**config.mk**
```make
export PLATFORM = sky130hd
export DESIGN_NAME = bfa_regbank
export DESIGN_NICKNAME = d
export VERILOG_FILES = /design/src/hdl/bfa_chan_sum.v /design/src/hdl/bfa_word_fmt.v /design/src/hdl/bfa_regbank.v
export VERILOG_INCLUDE_DIRS = /design/src /design/src/hdl
export SDC_FILE = /design/constraint.sdc
export NUM_CORES = 1
export LEC_CHECK = 0
export BUFFER_PORTS_ARGS = -buffer_cell sky130_fd_sc_hd__clkbuf_2
export CAP_MARGIN = 20
export CORE_MARGIN = 2
export CORE_UTILIZATION = 54
export DETAILED_ROUTE_END_ITERATION = 7
export GPL_TIMING_DRIVEN = 0
export MAX_ROUTING_LAYER = met4
export PLACE_DENSITY_LB_ADDON = 0.3
export SYNTH_ARGS = -nofsm -noshare
export SYNTH_HDL_FRONTEND = slang
export SYNTH_SLANG_ARGS = --single-unit
```
**constraint.sdc**
```tcl
create_clock -name i_mclk -period 3.2 [get_ports i_mclk]
set_input_delay 0.48 -clock i_mclk [delete_from_list [all_inputs] [get_ports i_mclk]]
set_output_delay 0.48 -clock i_mclk [all_outputs]
set_load 0.02 [all_outputs]
```
**src/hdl/bfa_regs.vh**
```
// Register indices, field codes, reset values and bus constants
// for the buffer format and accumulator register bank.
// Assumes a 32-bit AHB-Lite bus; each register index maps to byte address index*4.
`ifndef BFA_REGS_VH
`define BFA_REGS_VH

// Register indices; the byte address is four times the index
`define BFA_IDX_FILL_COUNT     8'h01
`define BFA_IDX_ACCUMULATION_COUNT      8'h02
`define BFA_IDX_CHAN0_LOW      8'h08
`define BFA_IDX_CHAN0_HIGH     8'h09
`define BFA_IDX_CHAN1_LOW      8'h0A
`define BFA_IDX_CHAN1_HIGH     8'h0B
`define BFA_IDX_SEQ_GO         8'h1E
`define BFA_IDX_OUT_FORMAT     8'h28
`define BFA_IDX_SUMMING_EN     8'h30
`define BFA_IDX_ALERT_WINDOW   8'h37

// Reset values
`define BFA_RST_OUT_FORMAT     2'h0
`define BFA_RST_SUMMING_EN     4'h0
`define BFA_RST_WINDOW_ON      1'h0

// Output word format codes
`define BFA_FMT_PLAIN          2'h0
`define BFA_FMT_WITH_ID        2'h1
`define BFA_FMT_ID_VALID       2'h2
`define BFA_FMT_PLAIN_ALT      2'h3

// Summing enable codes
`define BFA_SUM_OFF            4'h0
`define BFA_SUM_ON             4'hF

// Channel identifiers
`define BFA_ID_INPUT_ZERO      3'h0
`define BFA_ID_INPUT_ONE       3'h1

// Buffer depth seen by the fill count
`define BFA_BUF_DEPTH          5'h10

// AHB-Lite codes
`define BFA_HTRANS_NONSEQ      2'h2
`define BFA_HRESP_OKAY         1'h0

`endif

```
**src/hdl/bfa_chan_sum.v**
```verilog
// One channel's 16-bit running sum of 12-bit conversion results.
// Assumes i_clear and i_add come from logic on i_mclk.
`timescale 1ns/1ps
module bfa_chan_sum
(
   input  wire        i_mclk,
   input  wire        i_rst,
   input  wire        i_clear,
   input  wire        i_add,
   input  wire [11:0] i_sample,
   output reg  [15:0] o_sum
);

   wire [15:0] base;

   // A sample arriving with the clear starts the new sum instead of being lost
   assign base = i_clear ? 16'h0000 : o_sum;

   always @(posedge i_mclk)
   begin
      if (i_rst)
         o_sum <= 16'h0000;
      else if (i_add)
         o_sum <= base + {4'h0, i_sample};
      else if (i_clear)
         o_sum <= 16'h0000;
   end

endmodule

```
**src/hdl/bfa_word_fmt.v**
```verilog
// Builds the 16-bit buffered word from a conversion result.
// Assumes conversion inputs come from logic on i_mclk.
`timescale 1ns/1ps
`include "bfa_regs.vh"
module bfa_word_fmt
(
   input  wire        i_mclk,
   input  wire        i_rst,
   input  wire        i_conv_strobe,
   input  wire [11:0] i_result,
   input  wire        i_channel,
   input  wire        i_data_valid,
   input  wire [1:0]  i_format,
   output reg  [15:0] o_word,
   output reg         o_word_strobe
);

   reg  [15:0] next_word;
   wire [2:0]  chan_id;

   assign chan_id = i_channel ? `BFA_ID_INPUT_ONE : `BFA_ID_INPUT_ZERO;

   always @*
   begin
      case (i_format)
         `BFA_FMT_WITH_ID:  next_word = {i_result, chan_id, 1'b0};
         `BFA_FMT_ID_VALID: next_word = {i_result, chan_id, i_data_valid};
         default:           next_word = {i_result, 4'h0};
      endcase
   end

   always @(posedge i_mclk)
   begin
      if (i_rst)
      begin
         o_word        <= 16'h0000;
         o_word_strobe <= 1'b0;
      end
      else
      begin
         o_word_strobe <= i_conv_strobe;
         if (i_conv_strobe)
            o_word <= next_word;
      end
   end

endmodule

```
**src/hdl/bfa_regbank.v**
```verilog
// Buffer format, fill count and accumulator register bank with an AHB-Lite slave.
// Assumes conversion results and reset requests come from logic on i_mclk
// (20 MHz); the buffer memory itself sits outside and takes o_buffer_word.
// Register words sit at byte address index*4.
//
// The implementer's own choice: the AHB-Lite interface to the registers.
`timescale 1ns/1ps
`include "bfa_regs.vh"

module bfa_regbank
(
   input  wire        i_mclk,
   input  wire        i_sys_rst,
   input  wire        i_general_call_rst,
   input  wire        i_device_rst,
   input  wire        i_hsel,
   input  wire [31:0] i_haddr,
   input  wire [1:0]  i_htrans,
   input  wire        i_hwrite,
   input  wire [2:0]  i_hsize,
   input  wire [31:0] i_hwdata,
   input  wire        i_hready,
   output reg  [31:0] o_hrdata,
   output reg         o_hreadyout,
   output reg         o_hresp,
   input  wire        i_conv_strobe,
   input  wire [11:0] i_conv_result,
   input  wire        i_conv_channel,
   input  wire        i_conv_data_valid,
   output wire [15:0] o_buffer_word,
   output wire        o_buffer_strobe,
   output reg         o_window_comparator_on,
   output reg         o_alert_enable,
   output reg  [1:0]  o_output_format,
   output reg         o_summing_active
);

   // Bus phase tracking
   localparam [1:0] ST_IDLE = 2'b01;
   localparam [1:0] ST_READ = 2'b10;

   reg  [1:0]  state;
   reg         wr_pend;
   reg  [7:0]  wr_idx;
   reg         wr_map_ok;
   reg  [7:0]  rd_idx;
   reg         rd_map_ok;

   // Control and status
   reg  [3:0]  summing_enable_code;
   reg  [4:0]  buffer_fill_count;
   reg  [3:0]  accumulation_count;
   reg         sequence_go_bit;

   wire        any_rst;
   wire        addr_take;
   wire        addr_in_map;
   wire        wr_now;
   wire        summing_on;
   wire        add_zero;
   wire        add_one;
   wire [15:0] chan0_sum;
   wire [15:0] chan1_sum;
   wire [4:0]  fill_base;
   wire [3:0]  count_base;
   reg  [31:0] next_rdata;

   // Write strobes and next status values
   reg         wr_format_sel;
   reg         wr_summing_sel;
   reg         wr_window_sel;
   reg         wr_seq_go_sel;
   reg  [4:0]  next_fill;
   reg  [3:0]  next_count;
   wire        rd_take;
   wire        wr_take;
   wire        add_any;

   // Power-up, general call and device resets all act alike
   assign any_rst     = i_sys_rst | i_general_call_rst | i_device_rst;

   assign addr_take   = i_hsel & i_hready & (i_htrans == `BFA_HTRANS_NONSEQ);
   assign addr_in_map = (i_haddr[31:10] == 22'h000000) & (i_haddr[1:0] == 2'h0);
   assign rd_take     = addr_take & ~i_hwrite;
   assign wr_take     = addr_take & i_hwrite;

   assign wr_now      = wr_pend & wr_map_ok;

   // Reserved enable codes fall through as disabled
   assign summing_on  = (summing_enable_code == `BFA_SUM_ON);

   assign add_zero    = i_conv_strobe & summing_on & ~i_conv_channel;
   assign add_one     = i_conv_strobe & summing_on & i_conv_channel;
   assign add_any     = add_zero | add_one;

   // Clear and new count share a cycle: the new event still lands
   assign fill_base   = sequence_go_bit ? 5'h00 : buffer_fill_count;
   assign count_base  = sequence_go_bit ? 4'h0 : accumulation_count;

   // Address phase capture; reads take one wait state so a read right after
   // a write to the same register already sees the written value
   always @(posedge i_mclk)
   begin
      if (any_rst)
      begin
         state       <= ST_IDLE;
         wr_pend     <= 1'b0;
         wr_idx      <= 8'h00;
         wr_map_ok   <= 1'b0;
         rd_idx      <= 8'h00;
         rd_map_ok   <= 1'b0;
         o_hreadyout <= 1'b1;
      end
      else
      begin
         case (state)
            ST_IDLE:
            begin
               // Writes need no wait state: the data phase lands at its closing edge
               wr_pend <= wr_take;
               if (wr_take)
               begin
                  wr_idx    <= i_haddr[9:2];
                  wr_map_ok <= addr_in_map;
               end
               if (rd_take)
               begin
                  rd_idx      <= i_haddr[9:2];
                  rd_map_ok   <= addr_in_map;
                  o_hreadyout <= 1'b0;
                  state       <= ST_READ;
               end
            end
            ST_READ:
            begin
               wr_pend     <= 1'b0;
               o_hreadyout <= 1'b1;
               state       <= ST_IDLE;
            end
            default:
            begin
               wr_pend     <= 1'b0;
               o_hreadyout <= 1'b1;
               state       <= ST_IDLE;
            end
         endcase
      end
   end

   // No refusal exists in this block, so every transfer answers OKAY,
   // unmapped and read-only words included
   always @(posedge i_mclk)
   begin
      o_hresp <= `BFA_HRESP_OKAY;
   end

   // Read mux; reserved bits and unmapped words read as zero
   always @*
   begin
      next_rdata = 32'h00000000;
      if (rd_map_ok)
      begin
         case (rd_idx)
            `BFA_IDX_FILL_COUNT:
               next_rdata = {27'h0000000, buffer_fill_count};
            `BFA_IDX_ACCUMULATION_COUNT:
               next_rdata = {28'h0000000, accumulation_count};
            `BFA_IDX_CHAN0_LOW:
               next_rdata = {24'h000000, chan0_sum[7:0]};
            `BFA_IDX_CHAN0_HIGH:
               next_rdata = {24'h000000, chan0_sum[15:8]};
            `BFA_IDX_CHAN1_LOW:
               next_rdata = {24'h000000, chan1_sum[7:0]};
            `BFA_IDX_CHAN1_HIGH:
               next_rdata = {24'h000000, chan1_sum[15:8]};
            `BFA_IDX_OUT_FORMAT:
               next_rdata = {30'h00000000, o_output_format};
            `BFA_IDX_SUMMING_EN:
               next_rdata = {28'h0000000, summing_enable_code};
            `BFA_IDX_ALERT_WINDOW:
               next_rdata = {31'h00000000, o_window_comparator_on};
            default:
               next_rdata = 32'h00000000;
         endcase
      end
   end

   // Held until the next read completes, as the master samples it only once
   always @(posedge i_mclk)
   begin
      if (any_rst)
         o_hrdata <= 32'h00000000;
      else if (state == ST_READ)
         o_hrdata <= next_rdata;
   end

   // Write strobes, one per writable word; unmapped or read-only words get none
   always @*
   begin
      wr_format_sel  = 1'b0;
      wr_summing_sel = 1'b0;
      wr_window_sel  = 1'b0;
      wr_seq_go_sel  = 1'b0;
      if (wr_now)
      begin
         case (wr_idx)
            `BFA_IDX_OUT_FORMAT:
               wr_format_sel  = 1'b1;
            `BFA_IDX_SUMMING_EN:
               wr_summing_sel = 1'b1;
            `BFA_IDX_ALERT_WINDOW:
               wr_window_sel  = 1'b1;
            `BFA_IDX_SEQ_GO:
               wr_seq_go_sel  = 1'b1;
            default:
               wr_format_sel  = 1'b0;
         endcase
      end
   end

   // Writable control; only the documented field bits are stored
   always @(posedge i_mclk)
   begin
      if (any_rst)
         o_output_format <= `BFA_RST_OUT_FORMAT;
      else if (wr_format_sel)
         o_output_format <= i_hwdata[1:0];
   end

   always @(posedge i_mclk)
   begin
      if (any_rst)
         summing_enable_code <= `BFA_RST_SUMMING_EN;
      else if (wr_summing_sel)
         summing_enable_code <= i_hwdata[3:0];
   end

   // One bit drives both the alert logic and the window comparator
   always @(posedge i_mclk)
   begin
      if (any_rst)
      begin
         o_window_comparator_on <= `BFA_RST_WINDOW_ON;
         o_alert_enable         <= `BFA_RST_WINDOW_ON;
      end
      else if (wr_window_sel)
      begin
         o_window_comparator_on <= i_hwdata[0];
         o_alert_enable         <= i_hwdata[0];
      end
   end

   // Registered so the enable seen outside never glitches on a write
   always @(posedge i_mclk)
   begin
      if (any_rst)
         o_summing_active <= 1'b0;
      else
         o_summing_active <= summing_on;
   end

   // Sequence start is write-only and acts for one cycle
   always @(posedge i_mclk)
   begin
      if (any_rst)
         sequence_go_bit <= 1'b0;
      else
         sequence_go_bit <= wr_seq_go_sel & i_hwdata[0];
   end

   // Next status values; a clear and a new event in one cycle keep the event
   always @*
   begin
      next_fill  = fill_base;
      next_count = count_base;
      if (o_buffer_strobe & (fill_base != `BFA_BUF_DEPTH))
         next_fill = fill_base + 5'h01;
      if (add_any)
         next_count = count_base + 4'h1;
   end

   // Entries written to the buffer; saturates at its depth
   always @(posedge i_mclk)
   begin
      if (any_rst)
         buffer_fill_count <= 5'h00;
      else
         buffer_fill_count <= next_fill;
   end

   // Counts finished accumulations; wraps after fifteen
   always @(posedge i_mclk)
   begin
      if (any_rst)
         accumulation_count <= 4'h0;
      else
         accumulation_count <= next_count;
   end

   bfa_chan_sum u_sum_zero
   (
      .i_mclk   (i_mclk),
      .i_rst    (any_rst),
      .i_clear  (sequence_go_bit),
      .i_add    (add_zero),
      .i_sample (i_conv_result),
      .o_sum    (chan0_sum)
   );

   bfa_chan_sum u_sum_one
   (
      .i_mclk   (i_mclk),
      .i_rst    (any_rst),
      .i_clear  (sequence_go_bit),
      .i_add    (add_one),
      .i_sample (i_conv_result),
      .o_sum    (chan1_sum)
   );

   bfa_word_fmt u_word_fmt
   (
      .i_mclk        (i_mclk),
      .i_rst         (any_rst),
      .i_conv_strobe (i_conv_strobe),
      .i_result      (i_conv_result),
      .i_channel     (i_conv_channel),
      .i_data_valid  (i_conv_data_valid),
      .i_format      (o_output_format),
      .o_word        (o_buffer_word),
      .o_word_strobe (o_buffer_strobe)
   );

endmodule

```
# --- Word level (Yosys, flattened, before mapping) ---
# Index checks and enable logic that the tools add are counted.
op_classes:
  n_addsub: 4
  eq_ne: 20
  muxes: 20
  n_bitwise: 17
  reduce_logical: 5
op_table:
  columns: ["operator", "n"]
  rows:
  - ["8-bit case mux with 9 select lines", 1]
  - ["16-bit two-way mux", 4]
  - ["8-bit by 6-bit equality test with 1-bit output (second input constant)", 6]
  - ["16-bit by 12-bit adder with 16-bit output", 2]
  - ["8-bit by 4-bit equality test with 1-bit output (second input constant)", 4]
  - ["22-bit logical NOT", 1]
  - ["1-bit bitwise AND", 11]
  - ["5-bit two-way mux", 2]
  - ["1-bit two-way mux", 9]
  - ["8-bit by 1-bit equality test with 1-bit output (second input constant)", 1]
  - ["8-bit by 2-bit equality test with 1-bit output (second input constant)", 1]
  - ["8-bit by 5-bit equality test with 1-bit output (second input constant)", 1]
  - ["4-bit two-way mux", 2]
  - ["8-bit two-way mux", 1]
  - ["4-bit case mux with 2 select lines", 1]
  - ["2-bit equality test (second input constant)", 3]
  - ["5-bit by 1-bit adder with 5-bit output (second input constant)", 1]
  - ["5-bit != test (second input constant)", 1]
  - ["4-bit by 1-bit adder with 4-bit output (second input constant)", 1]
  - ["2-bit by 1-bit equality test with 1-bit output (second input constant)", 2]
  - ["4-bit equality test (second input constant)", 1]
  - ["2-bit AND reduction", 2]
  - ["1-bit NOT", 3]
  - ["1-bit OR", 3]
  - ["other kinds (2)", 2]
totals:
  reg_bits: 121
  input_bits: 91
  output_inout_bits: 56
  word_cells: 85

# --- Depth between registers and ports, before layout ---
# Gate-level depths: netlist (run 1).
depth:
  ltp_word: 5
  depth_mapped: 11
  ltp_nobuf: 9

# --- Modules after synthesis ---
# Synthesis (run 1) repeated with hierarchy kept, for this count alone.
hier_totals:
  hier_cells: 663
  hier_area_um2: 5814.3
by_module_without_submodules:
  columns: ["mod", "n_inst", "cells_each", "area_per_inst_um2", "seq_area_each_um2"]
  rows:
  - ["bfa_regbank", 1, 314, 2756.4, 940.9]
  - ["bfa_chan_sum", 2, 146, 1223.7, 320.3]
  - ["bfa_word_fmt", 1, 57, 610.6, 300.3]

# --- Worst setup path before layout (run 1) ---
# OpenSTA, ideal clock, no wires.
synth_path:
  path_type: "register to register"
  from: "register sequence_go_bit"
  to: "register u_sum_zero.o_sum[12]"
  arrival_time_ps: 2577
  required_time_ps: 3141
  path_slack_ps: 564
  path_stages_with_launch: 12
  n_path_buf: 2
  period_less_slack_ps: 2636
  cell_sequence: "dfxtp_1 clkbuf_1 clkbuf_1 nor2b_1 ha_1 fa_1 a211oi_1 o21bai_1 a21oi_1 a21oi_1 a211o_1 nand2_1"
synth_between:
  elab_chain_len: 3
synth_rtl:
  columns: ["element", "line_no", "source"]
  rows:
  - ["start: declaration", "bfa_regbank.v:53", "reg sequence_go_bit;"]
  - ["start signal: assignment", "bfa_regbank.v:268", "sequence_go_bit <= wr_seq_go_sel & i_hwdata[0];"]
  - ["16-bit two-way mux *", null, null]
  - ["16-bit by 12-bit adder with 16-bit output", "bfa_chan_sum.v:24", "o_sum <= base + {4'h0, i_sample};"]
  - ["16-bit two-way mux *", "bfa_chan_sum.v:23", "else if (i_add)"]
  - ["end signal: assignment", "bfa_chan_sum.v:24", null]
  - ["end: declaration", "bfa_chan_sum.v:11", "output reg [15:0] o_sum"]
# Mark *: on every way between the ends. The rest lies on a longest branch, timed or not.
# A chain may end at the register's enable or synchronous reset.

# --- Final worst setup path (run 1) ---
# Same ends and word-level chain as after synthesis.

==> flow_metrics.tcl, run 1 <==
set metrics [dict create \
    grt_max_degree 16 \
    wirelength_um 15180 \
    grt_setup_unrepaired "false" \
    grt_overflow 0 \
    power_density_nw_per_um2 331.8 \
    holdPathEnd "summing_enable_code[2]$_SDFFE_PP0P_" \
    ys_seq_area_share_pct 33.77 \
    drt_iter0_markers 309 \
    syn_area_um2 5573 \
    rrSetupSlack_ps 200 \
    diodes 0 \
    post_drt_wl_per_cell_um 16.43 \
    clk_pin_slew_worst_paths_ps 90 \
    yosys_warnings 0 \
    drt_first_pass_iters 5 \
    dieArea_um2 11150 \
    crit_type "flip-flop to flip-flop" \
    start_util_pct 54.72 \
    switching_share_pct 26.81 \
    period_minus_slack_ps 2998 \
    ys_types 63 \
    routed_via_density 5.716 \
    r2r-end "u_sum_zero.o_sum[12]$_SDFF_PP0_" \
    synth_edf_count 0 \
    tightestPinTransition_ps 763.7 \
    fin_area_um2 6451 \
    nets 905 \
    worst_clock_skew_ps 8.370 \
    slew_headroom_pct 48.90 \
    layout_commonest_cell "dfxtp_1" \
    hold_path_class "primary input to flip-flop" \
    power.leakage_nw 2.770 \
    final_cell_mix "dfxtp_1, clkbuf_2, nor2_1" \
    gr-usage-met2_pct 46.50 \
    ys_top_cells_by_area "dfxtp_1, mux2i_1, ha_1" \
    syn2layout_area_growth_pct 15.76 \
    rows 37 \
    path_max_fanout 10 \
    p_seq_share_pct 54.9 \
    syn_inst 660 \
    cts_sinks 94 \
    finalHoldViolCount 0 \
    num_vias 5282 \
    maxSlewViolCount 0 \
    setup_viol 0 \
    cts_tree "done" \
    clk_latency_ps 380 \
    dp.final_hpwl_um 11750 \
    die-width_um 105.6 \
    cts_made_buffers 9 \
    hold_depth 3 \
    ys_ff_latch 94 \
    p_sw_mw 0.5738 \
    fmax_ghz 0.3335 \
    gp_congestion 0.9460 \
    dpl-instance-area_um2 6276 \
    cp-start-kind "flip-flop" \
    drcViolationCount 0 \
    fillCellCount 887 \
    status "completed" \
    cts_buffer_depth 2 \
    clockRootBuffer "clkbuf_8" \
    cts_setup_buffers 0 \
    grt.total_usage_pct 28.32 \
    io_pins 147 \
    dp_cells 909 \
    critPathCaptureType "flip-flop" \
    synthFlopType "dfxtp_1" \
    rr_startpoint "sequence_go_bit$_SDFF_PP0_" \
    drv_cap 0 \
    met3_usage_pct 3.896 \
    detail-route-antenna-nets 0 \
    multi_input_comb_area_um2 3415 \
    synth_top_area_share_pct 33.77 \
    io_buffers 87 \
    htree_num_levels 3 \
    async_flop_share_pct 0 \
    p_clk_share_pct 35.2 \
    core-area_um2 10180 \
    p_comb_share_pct 9.9 \
    hold_start "i_hwdata[2]" \
    ir_drop_mv 0.2085 \
    cp-startpoint "sequence_go_bit$_SDFF_PP0_" \
    layout.area.seq_um2 1883 \
    p_int_mw 1.567 \
    reg2reg_depth 10 \
    die_h_um 105.6 \
    syn_area_per_cell_um2 8.444 \
    grt_busiest_layer "met2" \
    synth_top_area_cell "dfxtp_1" \
    cp.arrival_ps 3330 \
    final_layout_size_suffix_gt1_share_pct 19.67 \
    grt_pass1_wl_um 24320 \
    fin_crit_sh_pct 93.69 \
    grt_pass1_vias 5020 \
    layoutNonFillerInstCount 924 \
    use_met1_pct 34.34 \
    antenna_found_initial 0 \
    worstPathRequired_ps 3530 \
]
==> per-stage QoR <==
stage	TNS, ps	power, mW	worst slack [ps]	util, %	hold WS (ps)
floorplan	0	1.337	563.5	-	444.2
global placement	-187.0	1.406	-101.7	61.62	443.6
detailed placement	-892.2	1.411	-252.1	61.62	448.7
CTS	0	2.135	44.85	63.33	330.4
global route	0	2.190	3.889	63.34	348.6
finish	0	2.140	201.9	63.34	332.4
==> worst max path at each step <==
stage | to | slack (ps) | cells after the start
floorplan | u_sum_zero.o_sum[12]$_SDFF_PP0_ | 560 | 11
finish | u_sum_zero.o_sum[12]$_SDFF_PP0_ | 200 | 10
CTS | u_sum_zero.o_sum[12]$_SDFF_PP0_ | 40 | 10
global route | u_sum_zero.o_sum[12]$_SDFF_PP0_ | 4 | 10
detailed placement | u_sum_zero.o_sum[12]$_SDFF_PP0_ | -250 | 11
global placement | u_sum_zero.o_sum[12]$_SDFF_PP0_ | -100 | 11
==> per-layer routing <==
| metal | share of wire (%) | routed length (µm) |
|---|---|---|
| met4 | 2.8 | 431 |
| met5 | 0 | 0 |
| met1 | 42 | 6449 |
| met3 | 7.4 | 1130 |
| met2 | 47 | 7173 |
==> repair_timing <==
action,CTS,global route
endpoints found under the setup margin,13,13
gates resized for setup,1,1
pin swaps,0,0
hold buffers,0,0
==> state kept, by name (all words and copies together) (netlist names) <==
register	flops
o_output_format	2
accumulation_count	4
u_sum_zero.o_sum	16
o_hrdata	8
wr_idx	8
sequence_go_bit	1
u_word_fmt.o_word	14
u_word_fmt.o_word_strobe	1
buffer_fill_count	5
summing_enable_code	4
wr_pend	1
o_alert_enable	1
wr_map_ok	1
state	2
rd_map_ok	1
o_summing_active	1
u_sum_one.o_sum	16
rd_idx	8
==> synthesized netlist by cell type, drive strengths merged, types with 5 or more instances <==
cell type / instances
nor3: 11
o21ai: 31
xor2: 6
nor2: 85
xnor2: 14
a21oi: 39
nand2: 54
nor2b: 33
inv: 13
o21a: 7
mux2i: 47
buf: 39
and3: 8
dfxtp: 94
clkbuf: 17
nand2b: 10
nand3: 19
or3: 6
ha: 29
nor4: 8
nand4: 13
a21o: 5
a211oi: 10
==> final cells by class <==
type	instances	share of cell area, %
Clock buffer	12	2.250
Inverter	13	0.7564
Buffer	55	5.004
Timing Repair Buffer	87	6.749
Multi-Input combinational cell	523	52.93
Clock inverter	4	0.4849
Tap cell	136	2.638
Sequential cell	94	29.19
==> cell families after synthesis <==
| group | after synthesis | share of synthesized area [%] |
|---|---|---|
| DFF | 94 | 33.77 |
| AOI/OAI and AO/OA | 122 | 13.74 |
| buffers and inverters | 69 | 6.713 |
| other | 1 | 0.06729 |
| muxes | 55 | 10.87 |
| and+or+nand+nor | 268 | 24.47 |
| xor gates and xnor gates | 20 | 3.143 |
| adders and majority gates | 31 | 7.230 |
==> power by group through the flow <==
stage,combinational (mW),sequential (mW),clock [mW]
floorplan,0.131,1.21,0
global placement,0.204,1.20,0
detailed placement,0.209,1.20,0
CTS,0.210,1.17,0.751
global route,0.230,1.18,0.785
finish,0.212,1.17,0.754
==> critical path, stage by stage (launching register included) <==
cell	delay (ps)
dfxtp_2	500
clkbuf_2	330
nor2b_1	110
ha_1	230
fa_1	440
a211oi_1	380
o21bai_1	180
a21oi_1	240
a21oi_1	150
a211o_1	310
nand2_1	70
Power figures use the tool's default switching activity.
==> run 2: changes to the inputs <==
ABC_AREA = 1   (was not set)
CORE_UTILIZATION = 55   (was 54)
SLEW_MARGIN = 20   (was not set)
SYNTH_HIERARCHICAL = 1   (was not set)
==> flow_metrics.tcl, run 2 <==
set metrics [dict create \
    final_layout_size_suffix_gt1_share_pct 17.73 \
    largestRegisters "u_sum_one/o_sum x16, u_sum_zero/o_sum x16, u_word_fmt/o_word x14" \
    total_power_mw 2.619 \
    top_layer_used "met4" \
    period_minus_slack_ps 2948 \
    layout_commonest_cell "nand2_1" \
    drt_first_pass_iters 7 \
    cp-start-kind "flip-flop" \
    htree_num_levels 3 \
    grt_pass1_vias 5926 \
    grt.total_usage_pct 27.48 \
    fillCellCount 1078 \
    synthTopCellsByCount "nand2_1, inv_1, nor2_1" \
    dieArea_um2 12470 \
    io_pins 147 \
    cts_made_buffers 9 \
    diodes 0 \
    yosys_warnings 6 \
    p_comb_share_pct 9.1 \
    synth_edf_count 0 \
    dr_wl_met2_um 7170 \
    ys_top_cells_by_area "dfxtp_1, nand2_1, inv_1" \
    fin_crit_sh_pct 92.14 \
    place_ws_ps 360.1 \
    core-area_um2 11370 \
    cts_setup_buffers 0 \
    critPathCaptureType "flip-flop" \
    holdBufCountCts 0 \
    ys_seq_area_share_pct 29.51 \
    dp.final_hpwl_um 12980 \
    drv_cap 0 \
    layoutNonFillerInstCount 1282 \
    cts_tree "done" \
    p_clk_share_pct 45.9 \
    slew_headroom_pct 53.11 \
    rrSetupSlack_ps 250 \
    cts_buffer_depth 2 \
    dpl-instance-area_um2 7092 \
    clk_latency_ps 350 \
    detail-route-antenna-nets 0 \
    path_max_fanout 13 \
    antenna_found_initial 0 \
    ys_types 38 \
    critPathMaxStageDelay_ps 770 \
    cp.arrival_ps 3200 \
    switching_share_pct 23.73 \
    syn_inst 1010 \
    syn_area_per_cell_um2 6.314 \
    ctsResizeCount 0 \
    io_buffers 88 \
    worst_clock_skew_ps 8.019 \
    holdWs_ps 378.0 \
    fin_tns_setup_ps 0 \
    crit_top_cell "nand2_1" \
    routed_via_density 5.112 \
    async_flop_share_pct 0 \
    tightestPinTransition_ps 702.4 \
    p_int_mw 1.997 \
    cts_sinks 94 \
    maxSlewViolCount 0 \
    num_vias 6553 \
    synth_top_area_share_pct 29.51 \
    met1_length_um 7689 \
    synth.most_common_cell "nand2_1" \
    grt_setup_unrepaired "false" \
    final_cell_mix "nand2_1, inv_1, nor2_1" \
    wirelength_um 16430 \
    synthFlopType "dfxtp_1" \
    cp.buffers_inverters 4 \
    hold_path_class "primary input to flip-flop" \
    syn_area_um2 6377 \
    utilization_pct 65.31 \
    clockRootBuffer "clkbuf_16" \
    die_h_um 111.7 \
    setup_slack_ps 251.5 \
    finalHoldViolCount 0 \
    post_drt_wl_per_cell_um 12.81 \
    syn2layout_area_growth_pct 16.44 \
    power_density_nw_per_um2 352.6 \
    rows 39 \
    fmax_ghz 0.3392 \
    worstPathRequired_ps 3450 \
    cp_slowest_cell "dfxtp_1" \
    grt_pass1_wl_um 27320 \
    setup_viol 0 \
    p_seq_share_pct 45.0 \
    drt_iter0_markers 573 \
    ir_drop_mv 0.4128 \
    die-width_um 111.7 \
    grt_max_degree 27 \
    route.met3.wl_um 1148 \
    synth_top_area_cell "dfxtp_1" \
    cp_cell_sequence "inv_2 -> buf_2 -> nand2_1 -> inv_1 -> ha_1 -> fa_1 -> nand3_1 -> nand3_1 -> nand2_1 -> nand2_1 -> xnor2_1 -> nand2_1 -> nand2_1 -> inv_1" \
    fin_area_um2 7426 \
    nets 1256 \
    dp_cells 1266 \
    p_sw_mw 0.6215 \
    grt_overflow 0 \
    start_util_pct 56.09 \
    power.leakage_nw 3.866 \
    clk_pin_slew_worst_paths_ps 70 \
    ys_ff_latch 94 \
    gp_congestion 0.9120 \
    status "completed" \
    drcViolationCount 0 \
    path_delay_family "flip-flops" \
    crit_type "flip-flop to flip-flop" \
]
-- run 2: cells by family after synthesis --
| family | count (synthesis) | share of synthesized area (%) |
|---|---|---|
| AND/OR/NAND/NOR | 515 | 36.22 |
| buffers and inverters | 228 | 15.87 |
| AO/OA/AOI/OAI | 132 | 10.87 |
| flip-flops | 94 | 29.51 |
| adder cells (fa/ha/maj) | 31 | 6.317 |
| XOR/XNOR | 8 | 1.099 |
| other | 2 | 0.1178 |
-- run 2: final timing paths --
check | from | endpoint | depth (start not counted)
worst max-delay path | sequence_go_bit$_SDFF_PP0_ | u_sum_zero/o_sum[8]$_SDFF_PP0_ | 14
worst min-delay path | i_conv_data_valid | u_word_fmt/o_word[0]$_SDFFE_PP0P_ | 3
worst max register to register | sequence_go_bit$_SDFF_PP0_ | u_sum_zero/o_sum[8]$_SDFF_PP0_ | 14
worst min register to register | rd_idx[7]$_SDFFE_PP0P_ | rd_idx[7]$_SDFFE_PP0P_ | 2
-- run 2: power by group through the flow --
stage / sequential (mW) / combinational [mW] / clock, mW
after CTS: 1.18 / 0.236 / 1.22
after floorplan: 1.21 / 0.150 / 0
after global routing: 1.18 / 0.262 / 1.27
after detailed placement: 1.20 / 0.235 / 0
final: 1.18 / 0.238 / 1.20
after global placement: 1.20 / 0.232 / 0
-- run 2: cell type report --
class,instances,area [µm²],share of cell area (%)
multi-input cells,713,3577,48.17
flip-flops and latches,94,1882,25.34
inverters,179,671.9,9.048
repair buffers,88,440.4,5.931
plain buffers,49,341.6,4.600
clock buffers,12,256.5,3.454
well taps,143,178.9,2.409
clock inverters,4,77.57,1.045
-- run 2: worst register-to-register path: stages, from the launching register on --
cell and delay (ps):
dfxtp_1 770, inv_2 200, buf_2 250, nand2_1 110, inv_1 50, ha_1 220, fa_1 470, nand3_1 120
nand3_1 160, nand2_1 100, nand2_1 70, xnor2_1 160, nand2_1 70, nand2_1 60, inv_1 40
-- run 2: layer usage --
metal  up-vias  GRT usage, %
li1       3387             -
met1      2911         37.82
met2       224         41.05
met3        31         4.192
met4         0         10.04
met5         -             -
